**src/logic/hsw_pkg.sv**
```systemverilog
// hsw_pkg: command codes, field layout, reset values and command kinds
// shared by the hot-swap status and warning register bank.
// assumes a bus engine outside decodes frames into single commands.
package hsw_pkg;
    localparam int ADC_W = 12;
    localparam int WORD_W = 16;
    localparam int CODE_W = 8;

    localparam logic [7:0] CODE_OPERATION = 8'h01;
    localparam logic [7:0] CODE_CLEAR_LATCHED = 8'h03;
    localparam logic [7:0] CODE_VIN_OV_WARN = 8'h57;
    localparam logic [7:0] CODE_VIN_UV_WARN = 8'h58;
    localparam logic [7:0] CODE_SUMMARY_STATUS = 8'h78;
    localparam logic [7:0] CODE_SECONDARY_CURRENT = 8'hD7;

    localparam logic [11:0] RST_VIN_OV_WARN = 12'hFFF;
    localparam logic [11:0] RST_VIN_UV_WARN = 12'h000;
    localparam logic [11:0] RST_SECONDARY_CURRENT = 12'h000;
    localparam logic [7:0] RST_SUMMARY_STATUS = 8'h00;
    localparam logic [7:0] RST_OPERATION = 8'h80;

    localparam int OP_ON_BIT = 7;
    localparam int ST_GATE_OFF = 6;
    localparam int ST_OC_FAULT = 4;
    localparam int ST_UV_FAULT = 3;
    localparam int ST_COMM_ERR = 1;
    localparam int ST_OTHER = 0;

    typedef enum logic [1:0] {
        HSW_CMD_SEND,
        HSW_CMD_WRITE,
        HSW_CMD_READ
    } hsw_cmd_kind_t;
endpackage

```
**src/logic/hsw_sync3.sv**
```systemverilog
// hsw_sync3: three-stage synchroniser per bit for pin inputs.
// assumes inputs are asynchronous to clock; output moves only
// once stages two and three agree.
`timescale 1ns/1ps
module hsw_sync3 #(
    parameter int WIDTH = 1,
    parameter logic [WIDTH-1:0] RESET_VALUE = '0
) (
    input wire logic clock,
    input wire logic rst_n,
    input wire logic [WIDTH-1:0] async_in,
    output logic [WIDTH-1:0] sync_out
);
    logic [WIDTH-1:0] stage1;
    logic [WIDTH-1:0] stage2;
    logic [WIDTH-1:0] stage3;

    genvar i;
    generate
        for (i = 0; i < WIDTH; i++) begin : g_bit
            // stage1 feeds stage2 only, never any logic
            always_ff @(posedge clock) begin
                if (!rst_n) begin
                    stage1[i] <= RESET_VALUE[i];
                    stage2[i] <= RESET_VALUE[i];
                    stage3[i] <= RESET_VALUE[i];
                    sync_out[i] <= RESET_VALUE[i];
                end else begin
                    stage1[i] <= async_in[i];
                    stage2[i] <= stage1[i];
                    stage3[i] <= stage2[i];
                    if (stage2[i] == stage3[i]) begin
                        sync_out[i] <= stage3[i];
                    end
                end
            end
        end
    endgenerate
endmodule // hsw_sync3

```
**src/logic/hsw_limit_cmp.sv**
```systemverilog
// hsw_limit_cmp: compares one adc code against a threshold.
// assumes both operands on the same clock; purely combinational.
`timescale 1ns/1ps
module hsw_limit_cmp #(
    parameter int WIDTH = 12
) (
    input wire logic [WIDTH-1:0] value,
    input wire logic [WIDTH-1:0] limit,
    input wire logic over_limit,
    output logic hit
);
    // over_limit high: strictly above; low: strictly below
    always_comb begin
        if (over_limit) begin
            hit = value > limit;
        end else begin
            hit = value < limit;
        end
    end
endmodule // hsw_limit_cmp

```
**src/logic/hsw_status_regs.sv**
```systemverilog
// Behaviour
// - read/write word 0xD7: secondary current threshold [11:0], reset 0x0000
// - direction-select bit picks undercurrent or overcurrent comparison
// - read/write word 0x57: input overvoltage warning threshold, reset 0x0FFF
// - read/write word 0x58: input undervoltage warn threshold, reset 0x0000
// - threshold words read zero in bits 15 to 12
// - read of 0x78 returns summary status, reset 0x00, bits 7,5,2 zero
// - bit 6 live: one while gate drive is disabled
// - gate-off covers overcurrent latch-off, low supply pin, host off
// - bit 4 latches when overcurrent timer expires and gate shuts down
// - bit 3 latches on undervoltage fault at low supply pin
// - bit 1 latches on unsupported code, bad check byte, bad message
// - bit 0 live: another status command holds an active bit
// - clearing operation enable bit disables output, sets gate-off
//
// hsw_status_regs: command-level register bank of the hot-swap monitor.
// assumes a bus engine delivers one decoded command per cmd_valid pulse.
`timescale 1ns/1ps
module hsw_status_regs
    import hsw_pkg::*;
(
    input wire logic clock,
    input wire logic rst_n,
    input wire logic cmd_valid,
    input wire hsw_pkg::hsw_cmd_kind_t cmd_kind,
    input wire logic [hsw_pkg::CODE_W-1:0] cmd_code,
    input wire logic [hsw_pkg::WORD_W-1:0] cmd_wdata,
    input wire logic cmd_pec_error,
    input wire logic cmd_frame_error,
    output logic rsp_valid,
    output logic [hsw_pkg::WORD_W-1:0] rsp_data,
    input wire logic low_supply_detect_pin,
    input wire logic overcurrent_timer_expired_pin,
    input wire logic secondary_current_direction_select,
    input wire logic other_status_active,
    input wire logic adc_valid,
    input wire logic [hsw_pkg::ADC_W-1:0] adc_current,
    input wire logic [hsw_pkg::ADC_W-1:0] adc_vin,
    output logic gate_enable,
    output logic [7:0] summary_status,
    output logic secondary_current_warn,
    output logic input_overvoltage_warn,
    output logic input_undervoltage_warn,
    output logic other_status_pending_flag
);
    import hsw_pkg::*;

    logic [ADC_W-1:0] secondary_current_threshold;
    logic [ADC_W-1:0] input_overvoltage_warn_threshold;
    logic [ADC_W-1:0] input_undervoltage_warn_threshold;
    logic output_enable;
    logic overcurrent_shutdown_flag;
    logic undervoltage_pin_fault_flag;
    logic bus_communication_error_flag;
    logic gate_latched_off;
    logic supply_low;
    logic oc_expired;
    logic oc_expired_d;
    logic oc_trip;
    logic hit_current;
    logic hit_ov;
    logic hit_uv;
    logic wr_word;
    logic is_clear;
    logic bad_cmd;
    logic next_gate_enable;
    logic [7:0] next_status;

    // pins come from the analog side, so they are synchronised
    hsw_sync3 #(
        .WIDTH(2),
        .RESET_VALUE(2'h0)
    ) u_pin_sync (
        .clock(clock),
        .rst_n(rst_n),
        .async_in({overcurrent_timer_expired_pin, low_supply_detect_pin}),
        .sync_out({oc_expired, supply_low})
    );

    // only the current limit has a selectable direction
    hsw_limit_cmp #(.WIDTH(ADC_W)) u_cmp_current (
        .value(adc_current),
        .limit(secondary_current_threshold),
        .over_limit(secondary_current_direction_select),
        .hit(hit_current)
    );

    hsw_limit_cmp #(.WIDTH(ADC_W)) u_cmp_ov (
        .value(adc_vin),
        .limit(input_overvoltage_warn_threshold),
        .over_limit(1'b1),
        .hit(hit_ov)
    );

    hsw_limit_cmp #(.WIDTH(ADC_W)) u_cmp_uv (
        .value(adc_vin),
        .limit(input_undervoltage_warn_threshold),
        .over_limit(1'b0),
        .hit(hit_uv)
    );

    // command decode; a kind that does not suit the code is an error
    always_comb begin
        wr_word = 1'b0;
        is_clear = 1'b0;
        bad_cmd = 1'b0;
        if (cmd_valid) begin
            // a damaged frame is refused whatever its code says
            if (cmd_pec_error || cmd_frame_error) begin
                bad_cmd = 1'b1;
            end else begin
                unique case (cmd_code)
                    CODE_SECONDARY_CURRENT, CODE_VIN_OV_WARN,
                    CODE_VIN_UV_WARN, CODE_OPERATION: begin
                        wr_word = cmd_kind == HSW_CMD_WRITE;
                        bad_cmd = cmd_kind == HSW_CMD_SEND;
                    end
                    CODE_SUMMARY_STATUS: begin
                        bad_cmd = cmd_kind != HSW_CMD_READ;
                    end
                    CODE_CLEAR_LATCHED: begin
                        is_clear = cmd_kind == HSW_CMD_SEND;
                        bad_cmd = cmd_kind != HSW_CMD_SEND;
                    end
                    default: begin
                        bad_cmd = 1'b1;
                    end
                endcase
            end
        end
    end

    // upper four written bits are dropped, so reads return zero there
    always_ff @(posedge clock) begin
        if (!rst_n) begin
            secondary_current_threshold <= RST_SECONDARY_CURRENT;
            input_overvoltage_warn_threshold <= RST_VIN_OV_WARN;
            input_undervoltage_warn_threshold <= RST_VIN_UV_WARN;
            output_enable <= RST_OPERATION[OP_ON_BIT];
        end else if (wr_word) begin
            unique case (cmd_code)
                CODE_SECONDARY_CURRENT: begin
                    secondary_current_threshold <= cmd_wdata[ADC_W-1:0];
                end
                CODE_VIN_OV_WARN: begin
                    input_overvoltage_warn_threshold <=
                        cmd_wdata[ADC_W-1:0];
                end
                CODE_VIN_UV_WARN: begin
                    input_undervoltage_warn_threshold <=
                        cmd_wdata[ADC_W-1:0];
                end
                // operation register keeps its enable bit only
                default: begin
                    output_enable <= cmd_wdata[OP_ON_BIT];
                end
            endcase
        end
    end

    // read answer one cycle after the command
    always_ff @(posedge clock) begin
        if (!rst_n) begin
            rsp_valid <= 1'b0;
            rsp_data <= 16'h0000;
        end else begin
            // refused reads still answer, with zero data, so no host hangs
            rsp_valid <= cmd_valid && cmd_kind == HSW_CMD_READ;
            rsp_data <= 16'h0000;
            if (cmd_valid && cmd_kind == HSW_CMD_READ && !bad_cmd) begin
                unique case (cmd_code)
                    CODE_SECONDARY_CURRENT: begin
                        rsp_data <= {4'h0, secondary_current_threshold};
                    end
                    CODE_VIN_OV_WARN: begin
                        rsp_data <=
                            {4'h0, input_overvoltage_warn_threshold};
                    end
                    CODE_VIN_UV_WARN: begin
                        rsp_data <=
                            {4'h0, input_undervoltage_warn_threshold};
                    end
                    CODE_OPERATION: begin
                        rsp_data <= {8'h00, output_enable, 7'h00};
                    end
                    default: begin
                        rsp_data <= {8'h00, summary_status};
                    end
                endcase
            end
        end
    end

    // the pin edge counts only while the gate is still on
    always_comb begin
        oc_trip = oc_expired && !oc_expired_d && gate_enable;
    end

    // overcurrent latch-off holds the gate down until the host cycles
    // the enable bit; clearing flags alone does not restart the load
    always_ff @(posedge clock) begin
        if (!rst_n) begin
            gate_latched_off <= 1'b0;
            oc_expired_d <= 1'b0;
        end else begin
            oc_expired_d <= oc_expired;
            if (oc_trip) begin
                gate_latched_off <= 1'b1;
            end else if (!output_enable) begin
                gate_latched_off <= 1'b0;
            end
        end
    end

    // any one cause is enough to pull the gate down
    always_comb begin
        next_gate_enable = output_enable && !supply_low
            && !gate_latched_off;
    end

    always_ff @(posedge clock) begin
        if (!rst_n) begin
            gate_enable <= 1'b0;
        end else begin
            gate_enable <= next_gate_enable;
        end
    end

    // set wins over clear so an event in the clear cycle survives
    always_ff @(posedge clock) begin
        if (!rst_n) begin
            overcurrent_shutdown_flag <= 1'b0;
            undervoltage_pin_fault_flag <= 1'b0;
            bus_communication_error_flag <= 1'b0;
        end else begin
            if (oc_trip) begin
                overcurrent_shutdown_flag <= 1'b1;
            end else if (is_clear) begin
                overcurrent_shutdown_flag <= 1'b0;
            end
            if (supply_low) begin
                undervoltage_pin_fault_flag <= 1'b1;
            end else if (is_clear) begin
                undervoltage_pin_fault_flag <= 1'b0;
            end
            if (bad_cmd) begin
                bus_communication_error_flag <= 1'b1;
            end else if (is_clear) begin
                bus_communication_error_flag <= 1'b0;
            end
        end
    end

    // warnings latch on a compare hit; writes of limits leave them alone
    always_ff @(posedge clock) begin
        if (!rst_n) begin
            secondary_current_warn <= 1'b0;
            input_overvoltage_warn <= 1'b0;
            input_undervoltage_warn <= 1'b0;
        end else begin
            if (adc_valid && hit_current) begin
                secondary_current_warn <= 1'b1;
            end else if (is_clear) begin
                secondary_current_warn <= 1'b0;
            end
            if (adc_valid && hit_ov) begin
                input_overvoltage_warn <= 1'b1;
            end else if (is_clear) begin
                input_overvoltage_warn <= 1'b0;
            end
            if (adc_valid && hit_uv) begin
                input_undervoltage_warn <= 1'b1;
            end else if (is_clear) begin
                input_undervoltage_warn <= 1'b0;
            end
        end
    end

    always_comb begin
        // bit 6 trails the gate by one cycle; readers must allow the lag
        next_status = RST_SUMMARY_STATUS;
        next_status[ST_GATE_OFF] = !gate_enable;
        next_status[ST_OC_FAULT] = overcurrent_shutdown_flag;
        next_status[ST_UV_FAULT] = undervoltage_pin_fault_flag;
        next_status[ST_COMM_ERR] = bus_communication_error_flag;
        next_status[ST_OTHER] = other_status_active
            || secondary_current_warn || input_overvoltage_warn
            || input_undervoltage_warn;
    end

    always_ff @(posedge clock) begin
        if (!rst_n) begin
            summary_status <= RST_SUMMARY_STATUS;
            other_status_pending_flag <= 1'b0;
        end else begin
            summary_status <= next_status;
            // copy of bit 0 so outside logic need not decode the byte
            other_status_pending_flag <= next_status[ST_OTHER];
        end
    end
endmodule // hsw_status_regs

```
**config.mk**
```make
export PLATFORM = sky130hd
export DESIGN_NAME = hsw_status_regs
export DESIGN_NICKNAME = d
export VERILOG_FILES = /design/src/logic/hsw_pkg.sv /design/src/logic/hsw_sync3.sv /design/src/logic/hsw_limit_cmp.sv /design/src/logic/hsw_status_regs.sv
export SDC_FILE = /design/constraint.sdc
export NUM_CORES = 1
export LEC_CHECK = 0
export BUFFER_PORTS_ARGS = -buffer_cell sky130_fd_sc_hd__buf_2
export CAP_MARGIN = 20
export CORE_ASPECT_RATIO = 1.4
export CORE_MARGIN = 2
export CORE_UTILIZATION = 40
export CTS_CLUSTER_SIZE = 24
export DETAILED_ROUTE_END_ITERATION = 6
export PLACE_DENSITY_LB_ADDON = 0.15
export SLEW_MARGIN = 20
export SYNTH_ARGS = -nofsm -noshare
export SYNTH_HDL_FRONTEND = slang
export SYNTH_SLANG_ARGS = --single-unit
```
**constraint.sdc**
```tcl
create_clock -name clock -period 2 [get_ports clock]
set_clock_uncertainty 0.1 [all_clocks]
set_input_delay 0.2 -clock clock [delete_from_list [all_inputs] [get_ports clock]]
set_output_delay 0.2 -clock clock [all_outputs]
set_load 0.01 [all_outputs]
```
-- Yosys cells after proc, flatten, opt, wreduce, memory -nomap -nowiden
Index checks and enable logic that the tools add are counted.
- add/subtract/negate cells: 0
- multipliers: 0
- div/mod/pow operators: 0
- order comparisons: 4
- equal/unequal tests: 12
- shifts and indexed selects: 0
- muxes and demuxes: 20
- bitwise operators: 1
- reductions and logical operators: 33
- operators by type and width (cell ; number):
    12-bit one-hot mux with 4 select lines ; 1
    8-bit by 7-bit equality test with 1-bit output (second input constant) ; 3
    12-bit > comparator ; 2
    12-bit less-than comparator ; 2
    1-bit two-way mux ; 18
    2-bit nonzero test ; 7
    2-bit AND reduction ; 5
    1-bit logical AND ; 9
    8-bit by 1-bit equality test with 1-bit output (second input constant) ; 1
    8-bit by 2-bit equality test with 1-bit output (second input constant) ; 1
    8-bit equality test (second input constant) ; 1
    1-bit logical NOT ; 5
    1-bit logical OR ; 4
    4-bit OR reduction ; 1
    1-bit one-hot mux with 3 select lines ; 1
    3-bit OR reduction ; 1
    1-bit equality test ; 2
    2-bit by 1-bit equality test with 1-bit output (second input constant) ; 1
    2-bit equality test (second input constant) ; 1
    2-bit logical NOT ; 1
    2-bit by 1-bit inequality test with 1-bit output (second input constant) ; 1
    2-bit inequality test (second input constant) ; 1
    1-bit inverter ; 1
- bits in registers: 80
- latch bits: 0
- bits in writable memories: 0
- bits in read-only memories: 0
- input bits: 60
- word-level logic and storage cells: 96
- memories: 0

-- Logic depth before layout (Yosys ltp)
Gate-level depths: netlist (run 1).
- depth after elaboration: 8
- gate-level depth with buffers: 8
- gate-level depth less buffers: 8

-- Modules after synthesis
From an unflattened synthesis (run 1), not the netlist that was laid out.
- cells, all modules: 389
- area, all modules: 3789.9 um2
- modules (own cells, without submodules) (module ; times used ; cells an instance ; area each (um2) ; seq. area each (um2)):
    hsw_status_regs ; 1 ; 246 ; 2587.5 ; 1281.2
    hsw_limit_cmp ; 3 ; 41 ; 321.6 ; 0.0
    hsw_sync3 ; 1 ; 20 ; 237.7 ; 160.2

-- Worst setup path before layout (run 1)
Ideal clock, no wire load.
- path kind: reg-to-reg
- start point: reg secondary_current_threshold[1]
- end point: reg secondary_current_warn
- setup time: 0.117 ns
- data arrival time: 1.750 ns
- required time: 1.783 ns
- slack: 0.033 ns
- stages on the path, launching flop included: 9
- path buffers: 0
- clock period less this slack: 1.967 ns
- path through: dfxtp_1 inv_1 ha_1 nor2b_1 o211ai_1 a211oi_1 a2111oi_0 o21ai_0 a32o_1
- longest elaborated chain between the ends: 4
- elaborated cells between the ends (all ways): 6
- classes of those cells: 2 x order compare; 2 x mux; 2 x reduce/logical
- RTL lines (element ; RTL line ; RTL):
    start: declaration ; hsw_status_regs.sv:48 ; logic [ADC_W-1:0] secondary_current_threshold;
    start signal: assignment ; hsw_status_regs.sv:143 ; secondary_current_threshold <= cmd_wdata[ADC_W-1:0];
    12-bit less-than comparator / 12-bit > comparator (equally long branches) ; hsw_limit_cmp.sv:17, hsw_limit_cmp.sv:15 ;
    1-bit two-way mux (*) ; hsw_limit_cmp.sv:14 ; if (over_limit) begin
    1-bit logical AND (*) ; hsw_status_regs.sv:261 ; if (adc_valid && hit_current) begin
    1-bit two-way mux / 2-bit nonzero test (equally long branches) ; -- ;
    end signal: assignment ; hsw_status_regs.sv:257 ; secondary_current_warn <= 1'b0;
    end signal: assignment ; hsw_status_regs.sv:262 ; secondary_current_warn <= 1'b1;
    end signal: assignment ; hsw_status_regs.sv:264 ; secondary_current_warn <= 1'b0;
    end: declaration ; hsw_status_regs.sv:41 ; output logic secondary_current_warn,
Mark *: on every way between the ends. The rest lies on a longest branch, timed or not.
A chain may end at the register's enable or synchronous reset.

-- Worst setup path in the final report (run 1)
- start point: reg secondary_current_threshold[11]
- end point: reg secondary_current_warn
The elaborated chain is that of the path after synthesis.

==> metrics.txt, run 1 <==
io pins 90; Max IR drop VDD 475 uV; post-synthesis register bit count slightly above 70; IO buf count 78; Post-synth EDFFs 0; DR WL/cell about 16 um; Routed WL between 9 and 10 mm; share of Yosys cell area claimed by the top area cell type between 30% and 40%; clock slew at the register clock pins of the worst setup and hold paths around 0.060 ns; first drt pass iteration count 4; Ys Warns 0; Post-Place Cells between 500 and 600; final period utilization between 90% and 100%; Area contributors post-synth dfxtp_1, ha_1, mux2i_1, nor2b_1, inv_1; library cells used by synthesis 46; total CTS buffers 9; antenna violations before repair 0; Fmax achieved between 500 and 600 MHz; CTS H-tree depth 3; CP Capture Type flip-flop; DRC errors left 0; crit start category flip-flop; leakage roughly 2.3 nW; largest net degree at the start of global routing 40; Nets a little under 600; via/cell ratio between 5 and 6; core area between 9000 and 10000 um^2; Initial Util roughly two fifths; total congestion overflow 0; PwrDens 724 nW/um^2; clock latency on the worst-skew pair around 0.33 ns; FF-to-FF Start secondary_current_threshold[11]; crit-path max FO 3; filler-free cell count of the finished design a little over 600; post-synthesis async set-or-reset flop share 0%; CTS sink cnt slightly above 70; Worst Path Required about 2.1 ns; CP endpoint secondary_current_warn; # diodes 0; GPL Wtd Cong ~0.86; Synth Instances around 410; Die Y between 100 and 150 um; CP arrival ~2.1 ns; synthesized area approximately 3800 um^2; Worst Setup SP secondary_current_threshold[11]; minimum clock period between 1.5 and 2 ns; via count about 3200; Synth Flop Type dfxtp_1; Fin. Hold Viols 0; end of the worst register-to-register path secondary_current_warn; post-route ant nets 0; Area Growth Syn to Fin 27.3%; sequential fraction of the synthesis area between 30% and 40%; CTS Buffer Depth 2; Pins Over Slew Limit 0; DP Wirelength roughly 7.3 mm; Final setup viols 0; Setup TNS Final 0 ns; Crit Path Class flip-flop to flip-flop; Pwr Total 3.48 mW; CTS root buf clkbuf_16; worst min-delay path category primary input to flip-flop; row cnt 42; status completed; Mean Syn Cell Area 9.30 um^2; worst hold slack between 0.02 and 0.025 ns; Reg2Reg Setup Slack between 0.06 and 0.07 ns; die area about 10000 um^2; layout cells sized above 1 between 20% and 30%; first-pass GRT wire length 15.4 mm; Post-Layout Inst Area 4810 um^2; max_cap viols 0; Placed Area ~4400 um^2; number of global-route vias before repair about 3200; cell taking the most area after synthesis dfxtp_1; CTS tree done; Initial DRC Count about 140; All-Layer GR Usage ~20%; Die W 86.1 um; Register-to-Register Path Depth 6
[stage by stage]
stage	utilization, %	worst slack, ns
finish	51.7	0.0697
global route	51.7	-0.0163
CTS	50.7	0.0169
detailed placement	46.8	-0.212
global placement	46.8	-0.0657
floorplan	-	0.0328
[worst max-delay path, cell delays in order, from the launching register on]
cell and delay (ns):
dfxtp_2 0.34, inv_1 0.08, ha_4 0.28, nand4_1 0.19, or3_1 0.39, a41o_1 0.25, a32o_1 0.20
[flip-flops by register name (all words and copies together), names as in the netlist, 2 cells and up]
register,cells
input_overvoltage_warn_threshold,12
input_undervoltage_warn_threshold,12
rsp_data,12
secondary_current_threshold,12
summary_status,5
u_pin_sync.stage1,2
u_pin_sync.stage2,2
u_pin_sync.stage3,2
u_pin_sync.sync_out,2
[cell type report]
| type | instances | area [um^2] |
|---|---|---|
| Tap cell | 110 | 138 |
| Clock inverter | 7 | 96.3 |
| Timing Repair Buffer | 103 | 598 |
| Multi-Input combinational cell | 281 | 2170 |
| Clock buffer | 9 | 225 |
| Sequential cell | 72 | 1450 |
| Inverter | 35 | 131 |
| Fill cell | 894 | 4490 |
[layer usage]
metal	GRT usage, %	vias to the layer above	wire length [um]
li1	-	1601	-
met1	23.3	1483	4060
met4	8.04	0	196
met2	33.5	86	4890
met5	0	-	0
met3	3.95	15	434
[synth_stat cells, types with 8 or more instances]
cell type and count:
a21o_1 11, a21oi_1 18, and2_1 13, buf_4 8
clkbuf_1 8, dfxtp_1 72, ha_1 35, inv_1 35
mux2i_1 38, nand2_1 28, nand4_1 9, nor2_1 16
nor2b_1 29, o211ai_1 15
[cells in the final DEF (no fill, tap or decap), types with 11 or more instances in the layout]
cell type and count:
inv_1 34, o211ai_1 15, a21o_1 11, mux2i_1 38, nor2_1 16, and2_1 13, nand2_1 28, nor2b_1 28
dfxtp_1 66, buf_2 78, buf_4 21, a21oi_1 18, ha_1 31
[repair_timing]
action,CTS,global route
pin swaps,1,7
resized for setup,2,16
setup endpoints to repair,1,1
hold buffers,3,0
setup buffers,0,1
endpoints found under the hold margin,3,0
[cells by family after synthesis]
group	synth area share [%]
adder cells (fa/ha/maj)	11.6
other	0.0993
multiplexers	10.1
AO/OA/AOI/OAI	14.6
buffers and inverters	7.22
flip-flops	38.2
AND/OR/NAND/NOR	18.2
[report_power, final]
group	internal, mW	switching [mW]
clock network	1.09	0.619
logic	0.146	0.160
registers	1.45	0.0138
total	2.69	0.793
[how the worst min path moves through the flow]
stage	start	cells past startpoint	end
after floorplan	other_status_active	1	summary_status[0]
after global placement	low_supply_detect_pin	2	u_pin_sync.stage1[0]
after detailed placement	gate_latched_off	1	gate_enable
after CTS	cmd_wdata[9]	3	input_overvoltage_warn_threshold[9]
after global routing	cmd_wdata[6]	3	input_overvoltage_warn_threshold[6]
final	cmd_wdata[6]	3	input_overvoltage_warn_threshold[6]
Note: power is estimated with default switching activity, not from simulation.
==> run 2: changes to the inputs <==
--- a/config.mk
+++ b/config.mk
@@ -7,9 +7,11 @@
 export LEC_CHECK = 0
 export BUFFER_PORTS_ARGS = -buffer_cell sky130_fd_sc_hd__buf_2
 export CAP_MARGIN = 20
+export CELL_PAD_IN_SITES_DETAIL_PLACEMENT = 0
+export CELL_PAD_IN_SITES_GLOBAL_PLACEMENT = 1
 export CORE_ASPECT_RATIO = 1.4
-export CORE_MARGIN = 2
-export CORE_UTILIZATION = 40
+export CORE_MARGIN = 3
+export CORE_UTILIZATION = 36
 export CTS_CLUSTER_SIZE = 24
 export DETAILED_ROUTE_END_ITERATION = 6
 export PLACE_DENSITY_LB_ADDON = 0.15
==> run 2 against run 1 <==
The run now ends with hold timing left. Register-to-register slack is essentially flat. Global-route usage shrank 1.9 points. Sequential power is essentially flat. Die area grew 15%. Sequential share of layout area grew 0.11 points. Critical path type unchanged. Critical endpoint unchanged.
==> metrics.txt, run 2 (synthesis results as in run 1) <==
Clk pwr share 47.8% (-1.3 points); Initial Util 37.5% (-3.1 points); failing checks hold timing; number of global-route vias before repair 3123 (-1.2%); RSZ-0062 raised after global routing true; CP arrival 2.04 ns (-0.02 ns); DRC errors left 0 (unchanged); Final setup viols 0 (unchanged); Post-Layout Inst Area 4780 um^2 (-0.55%); sequential share of power 43.2% (+1.1 points); PwrDens 710 nW/um^2 (-2.0%); All-Layer GR Usage 17.6% (-1.9 points); total congestion overflow 0 (unchanged); Die W 92.6 um (+7.5%); Max IR drop VDD 434 uV (-8.6%); crit-path max FO 2 (-1); Area Growth Syn to Fin 26.6%; CTS root buf clkbuf_16; Crit Path Class flip-flop to flip-flop; CP Capture Type flip-flop; die area 11800 um^2 (+15%); first-pass GRT wire length 15.9 mm (+3.6%); # diodes 0 (unchanged); minimum clock period 1.92 ns (-0.0116 ns); clock slew at the register clock pins of the worst setup and hold paths 0.06 ns (about the same); Die Y 127 um (+6.9%); total CTS buffers 9 (unchanged); largest net degree at the start of global routing 32 (-20%); status finished with violations; Fillers 1011 (+13%); Pwr Total 3.39 mW (-2.6%); first drt pass iteration count 6 (+2); Initial DRC Count 103 (-26%); worst min-delay path category primary input to flip-flop; Placed Area 4380 um^2 (+0.43%); via/cell ratio 4.95 (-4.1%); CTS sink cnt 72 (unchanged); commonest non-fill, non-tap cells in the layout buf_2, dfxtp_1, mux2i_1; antenna violations before repair 0 (unchanged); Internal Pwr Total 2.57 mW (-4.3%); commonest non-fill, non-tap cell in the layout buf_2; post-route ant nets 0 (unchanged); CTS H-tree depth 3 (unchanged); Final Util 47.5% (-4.2 points); Fin. Hold Viols 1 (+1); io pins 90 (unchanged); GPL Wtd Cong 0.803 (-6.6%); final period utilization 95.9% (-0.58 points); IO buf count 78 (unchanged); max_cap viols 0 (unchanged); Worst Path Required 2.12 ns (about the same); clock latency on the worst-skew pair 0.33 ns (about the same); combinational share of power 9.0% (+0.2 points); layout cells sized above 1 28.3% (+0.45 points); core area 10100 um^2 (+8.2%); CTS Buffer Depth 2 (unchanged); DP Wirelength 7.60 mm (+4.3%); Pins Over Slew Limit 0 (unchanged); Routed WL 10.1 mm (+4.9%); crit start category flip-flop; Fmax achieved 521 MHz (+0.61%); switching share of power 24.2% (+1.4 points); row cnt 43 (+2.4%); sw power 819 uW (+3.3%); worst hold slack -0.00197 ns (-0.0251 ns); leakage 2.27 nW (about the same); via count 3173 (-0.38%); CTS tree done; DR WL/cell 15.7 um (+0.98%); Nets 596 (-0.17%)
==> run 2: final timing paths <==
kind,start,to,slack [ns],cells past startpoint
setup reg to reg,secondary_current_threshold[1],secondary_current_warn,0.08,9
hold / removal,low_supply_detect_pin,u_pin_sync.stage1[0],-0.002,2
setup / recovery,secondary_current_threshold[1],secondary_current_warn,0.08,9
hold reg to reg,gate_latched_off,gate_enable,0.34,1
==> run 2: metal layers <==
layer	routed length [um]	vias to the layer above	track usage [%]
li1	-	1604	-
met1	4300	1473	21.4
met2	5030	80	29.8
met3	432	16	3.59
met4	295	0	8.22
met5	0	-	0
==> run 2: through the flow <==
stage | instances | setup slack (ns) | TNS (ns)
6_report | 641 | 0.0813 | 0
5_1_grt | 641 | -0.00600 | -0.00600
4_1_cts | 640 | 0.00174 | 0
3_5_place_dp | 622 | -0.0538 | -0.0538
3_3_place_gp | 622 | -0.0207 | -0.0207
2_1_floorplan | 412 | 0.0328 | 0
==> run 2: area by class of cell <==
type / count / area (um^2) / area share, %
multi-input cells: 281 / 2160 / 45.1
inverters: 35 / 131 / 2.75
clock buffers: 9 / 225 / 4.71
clock inverters: 7 / 78.8 / 1.65
well taps: 135 / 169 / 3.53
flip-flops and latches: 72 / 1450 / 30.3
repair buffers: 102 / 573 / 12.0
==> run 2: timing repair <==
item                                   CTS  global route
setup buffers                            1             1
endpoints found under the hold margin    1             0
resized for setup                        2            16
hold buffers                             1             0
setup endpoints to repair                1             1
pin swaps                                5             7
==> run 2: worst max-delay path, cell delays in order, from the launching register on <==
cell       delay [ns]
dfxtp_2          0.33
inv_2            0.04
ha_4             0.20
nor2b_4          0.12
o211ai_1         0.20
a211oi_2         0.10
a2111oi_2        0.29
buf_4            0.18
o21ai_2          0.04
a32o_1           0.20
==> run 2: power groups by stage <==
stage | registers, mW | clock network (mW) | logic, mW
after global routing | 1.47 | 1.73 | 0.341
final | 1.47 | 1.62 | 0.304
after CTS | 1.47 | 1.68 | 0.295
after floorplan | 1.50 | 0 | 0.157
after global placement | 1.50 | 0 | 0.287
after detailed placement | 1.50 | 0 | 0.289
==> run 3: changes to the inputs <==
--- a/config.mk
+++ b/config.mk
@@ -11,7 +11,7 @@
 export CELL_PAD_IN_SITES_GLOBAL_PLACEMENT = 1
 export CORE_ASPECT_RATIO = 1.4
 export CORE_MARGIN = 3
-export CORE_UTILIZATION = 36
+export CORE_UTILIZATION = 40
 export CTS_CLUSTER_SIZE = 24
 export DETAILED_ROUTE_END_ITERATION = 6
 export PLACE_DENSITY_LB_ADDON = 0.15
==> constraint.sdc (replaced) <==
create_clock -name clock -period 1.9 [get_ports clock]
set_clock_uncertainty 0.1 [all_clocks]
set_input_delay 0.19 -clock clock [delete_from_list [all_inputs] [get_ports clock]]
set_output_delay 0.19 -clock clock [all_outputs]
set_load 0.01 [all_outputs]
==> run 3 against run 2 <==
The flow now finishes without violations. Total power up 2.8%. Worst setup slack lost 0.038 ns. Non-clock buffer count grew 6. Sequential cell count unchanged. Die area shrank 9.5%. Combinational power rose by 6.9%. Core utilization rose by 5.0 points. Clock power is essentially flat. Critical endpoint unchanged.
==> metrics.txt, run 3 (synthesis results as in run 1) <==
leakage 2.29 nW (+0.74%); crit-path max FO 2 (unchanged); commonest non-fill, non-tap cells in the layout buf_2, dfxtp_1, mux2i_1; Pins Over Slew Limit 0 (unchanged); clock latency on the worst-skew pair 0.33 ns (about the same); layout cells sized above 1 28.7% (+0.45 points); Routed WL 9.68 mm (-3.8%); DP Wirelength 7.33 mm (-3.5%); Global Route met2 Usage 33.8% (+3.9 points); Fmax achieved 539 MHz (+3.3%); Final Util 52.5% (+5.0 points); CTS Buffer Depth 2 (unchanged); Max IR drop VDD 591 uV (+36%); total CTS buffers 9 (unchanged); worst min-delay path category primary input to flip-flop; CTS sink cnt 72 (unchanged); Critical Path Stages 8 (-1); Final WS setup 0.0430 ns (-0.0383 ns); FF-to-FF Start secondary_current_threshold[1]; crit-path cells inv_2, ha_4, nor2b_4, o211ai_1, a211oi_2, a2111oi_4, a41o_1, a32o_1; final period utilization 97.7% (+1.8 points); core area 9130 um^2 (-9.2%); Post-Layout Inst Area 4800 um^2 (+0.31%); minimum clock period 1.86 ns (-0.0617 ns); clock slew at the register clock pins of the worst setup and hold paths 0.06 ns (about the same); DRC errors left 0 (unchanged); status completed; end of the worst register-to-register path secondary_current_warn; hold path cells 3 (+1); Final setup viols 0 (unchanged); Crit Path Class flip-flop to flip-flop; max_cap viols 0 (unchanged); Worst Path Required 2.03 ns (-0.09 ns); filler-free cell count of the finished design 619 (-3.4%); Register-to-Register Path Depth 8 (-1); met3 Usage GRT 3.80% (+0.21 points); Initial DRC Count 129 (+25%); row cnt 41 (-4.7%); critical path's slowest cell dfxtp_2; Top Usage Layer GRT met2; first drt pass iteration count 4 (-2); Die W 88.1 um (-4.8%); PwrDens 727 nW/um^2 (+2.5%); Nets 602 (+1.0%); first-pass GRT wire length 15.5 mm (-2.5%); total congestion overflow 0 (unchanged); hold path endpoint input_overvoltage_warn_threshold[2]; Area Growth Syn to Fin 27.0%; Fin. Hold Viols 0 (-1); CTS tree done; largest net degree at the start of global routing 42 (+31%); Reg2Reg Setup Slack 0.04 ns (-0.04 ns); Largest delay share family, worst path compound AO/OA/AOI/OAI gates; CTS H-tree depth 3 (unchanged); Initial Util 41.4% (+3.8 points); CP arrival 1.98 ns (-0.06 ns); Die Y 121 um (-4.9%); commonest non-fill, non-tap cell in the layout buf_2; Post-Place Cells 602 (-3.2%); antenna violations before repair 0 (unchanged); IO buf count 78 (unchanged); via count 3177 (+0.13%); Placed Area 4400 um^2 (+0.60%); post-place setup slack -0.102 ns (-0.0481 ns); RSZ-0062 raised after global routing true; number of global-route vias before repair 3150 (+0.86%); GPL Wtd Cong 0.823 (+2.4%); CP Capture Type flip-flop; GRT met1 Usage 23.0% (+1.7 points); post-route ant nets 0 (unchanged); via/cell ratio 5.13 (+3.7%); die area 10700 um^2 (-9.5%); worst hold slack 0.0215 ns (+0.0234 ns); # diodes 0 (unchanged); DR WL/cell 15.6 um (-0.35%); CTS root buf clkbuf_16; io pins 90 (unchanged); crit start category flip-flop; CP Buf/Inv Count 1 (-1); All-Layer GR Usage 19.2% (+1.5 points); max incr delay on CP 0.33 ns (about the same); hold path startpoint cmd_wdata[2]
-- run 3: worst max-delay path by stage --
stage | start | endpoint
floorplan | secondary_current_threshold[5] | secondary_current_warn
global placement | secondary_current_threshold[1] | secondary_current_warn
detailed placement | secondary_current_threshold[1] | secondary_current_warn
CTS | secondary_current_threshold[1] | secondary_current_warn
global route | secondary_current_threshold[1] | secondary_current_warn
finish | secondary_current_threshold[1] | secondary_current_warn
-- run 3: power by group --
group / leakage, nW / switching, mW / total (mW) / internal (mW)
clock: 0.136 / 0.691 / 1.62 / 0.933
sequential: 0.586 / 0.0125 / 1.54 / 1.53
combinational: 1.57 / 0.169 / 0.325 / 0.156
total: 2.29 / 0.872 / 3.49 / 2.62
-- run 3: repair_timing --
item                                   CTS  global route
pin swaps                                4             7
endpoints found under the hold margin    2             0
hold buffers                             2             0
setup buffers                            0             0
setup endpoints to repair                1             2
resized for setup                        6            11
-- run 3: layout make-up --
cell class,count,area (um^2)
multi-input combinational,281,2170
clock inverter,6,50.0
sequential,72,1450
clock buffer,10,239
fill,905,4340
inverter,35,131
timing repair buffer,108,621
tap,107,134
-- run 3: worst min-delay path: cells and delay by family --
family,cells,cell delay [ns]
buf+inv,1,0.10
compound gates,1,0.08
simple gates,1,0.05
-- run 3: per-stage QoR --
| stage | power (mW) | setup TNS (ns) |
|---|---|---|
| 3_5_place_dp | 1.88 | -0.102 |
| 5_1_grt | 3.65 | -0.0642 |
| 3_3_place_gp | 1.88 | -0.0457 |
| 6_report | 3.49 | 0 |
| 2_1_floorplan | 1.74 | 0 |
| 4_1_cts | 3.52 | 0 |
-- run 3: routing by layer --
layer,wire length [um],vias to the layer above
met3,506,14
met2,5030,83
met5,0,-
li1,-,1613
met1,3960,1467
met4,174,0
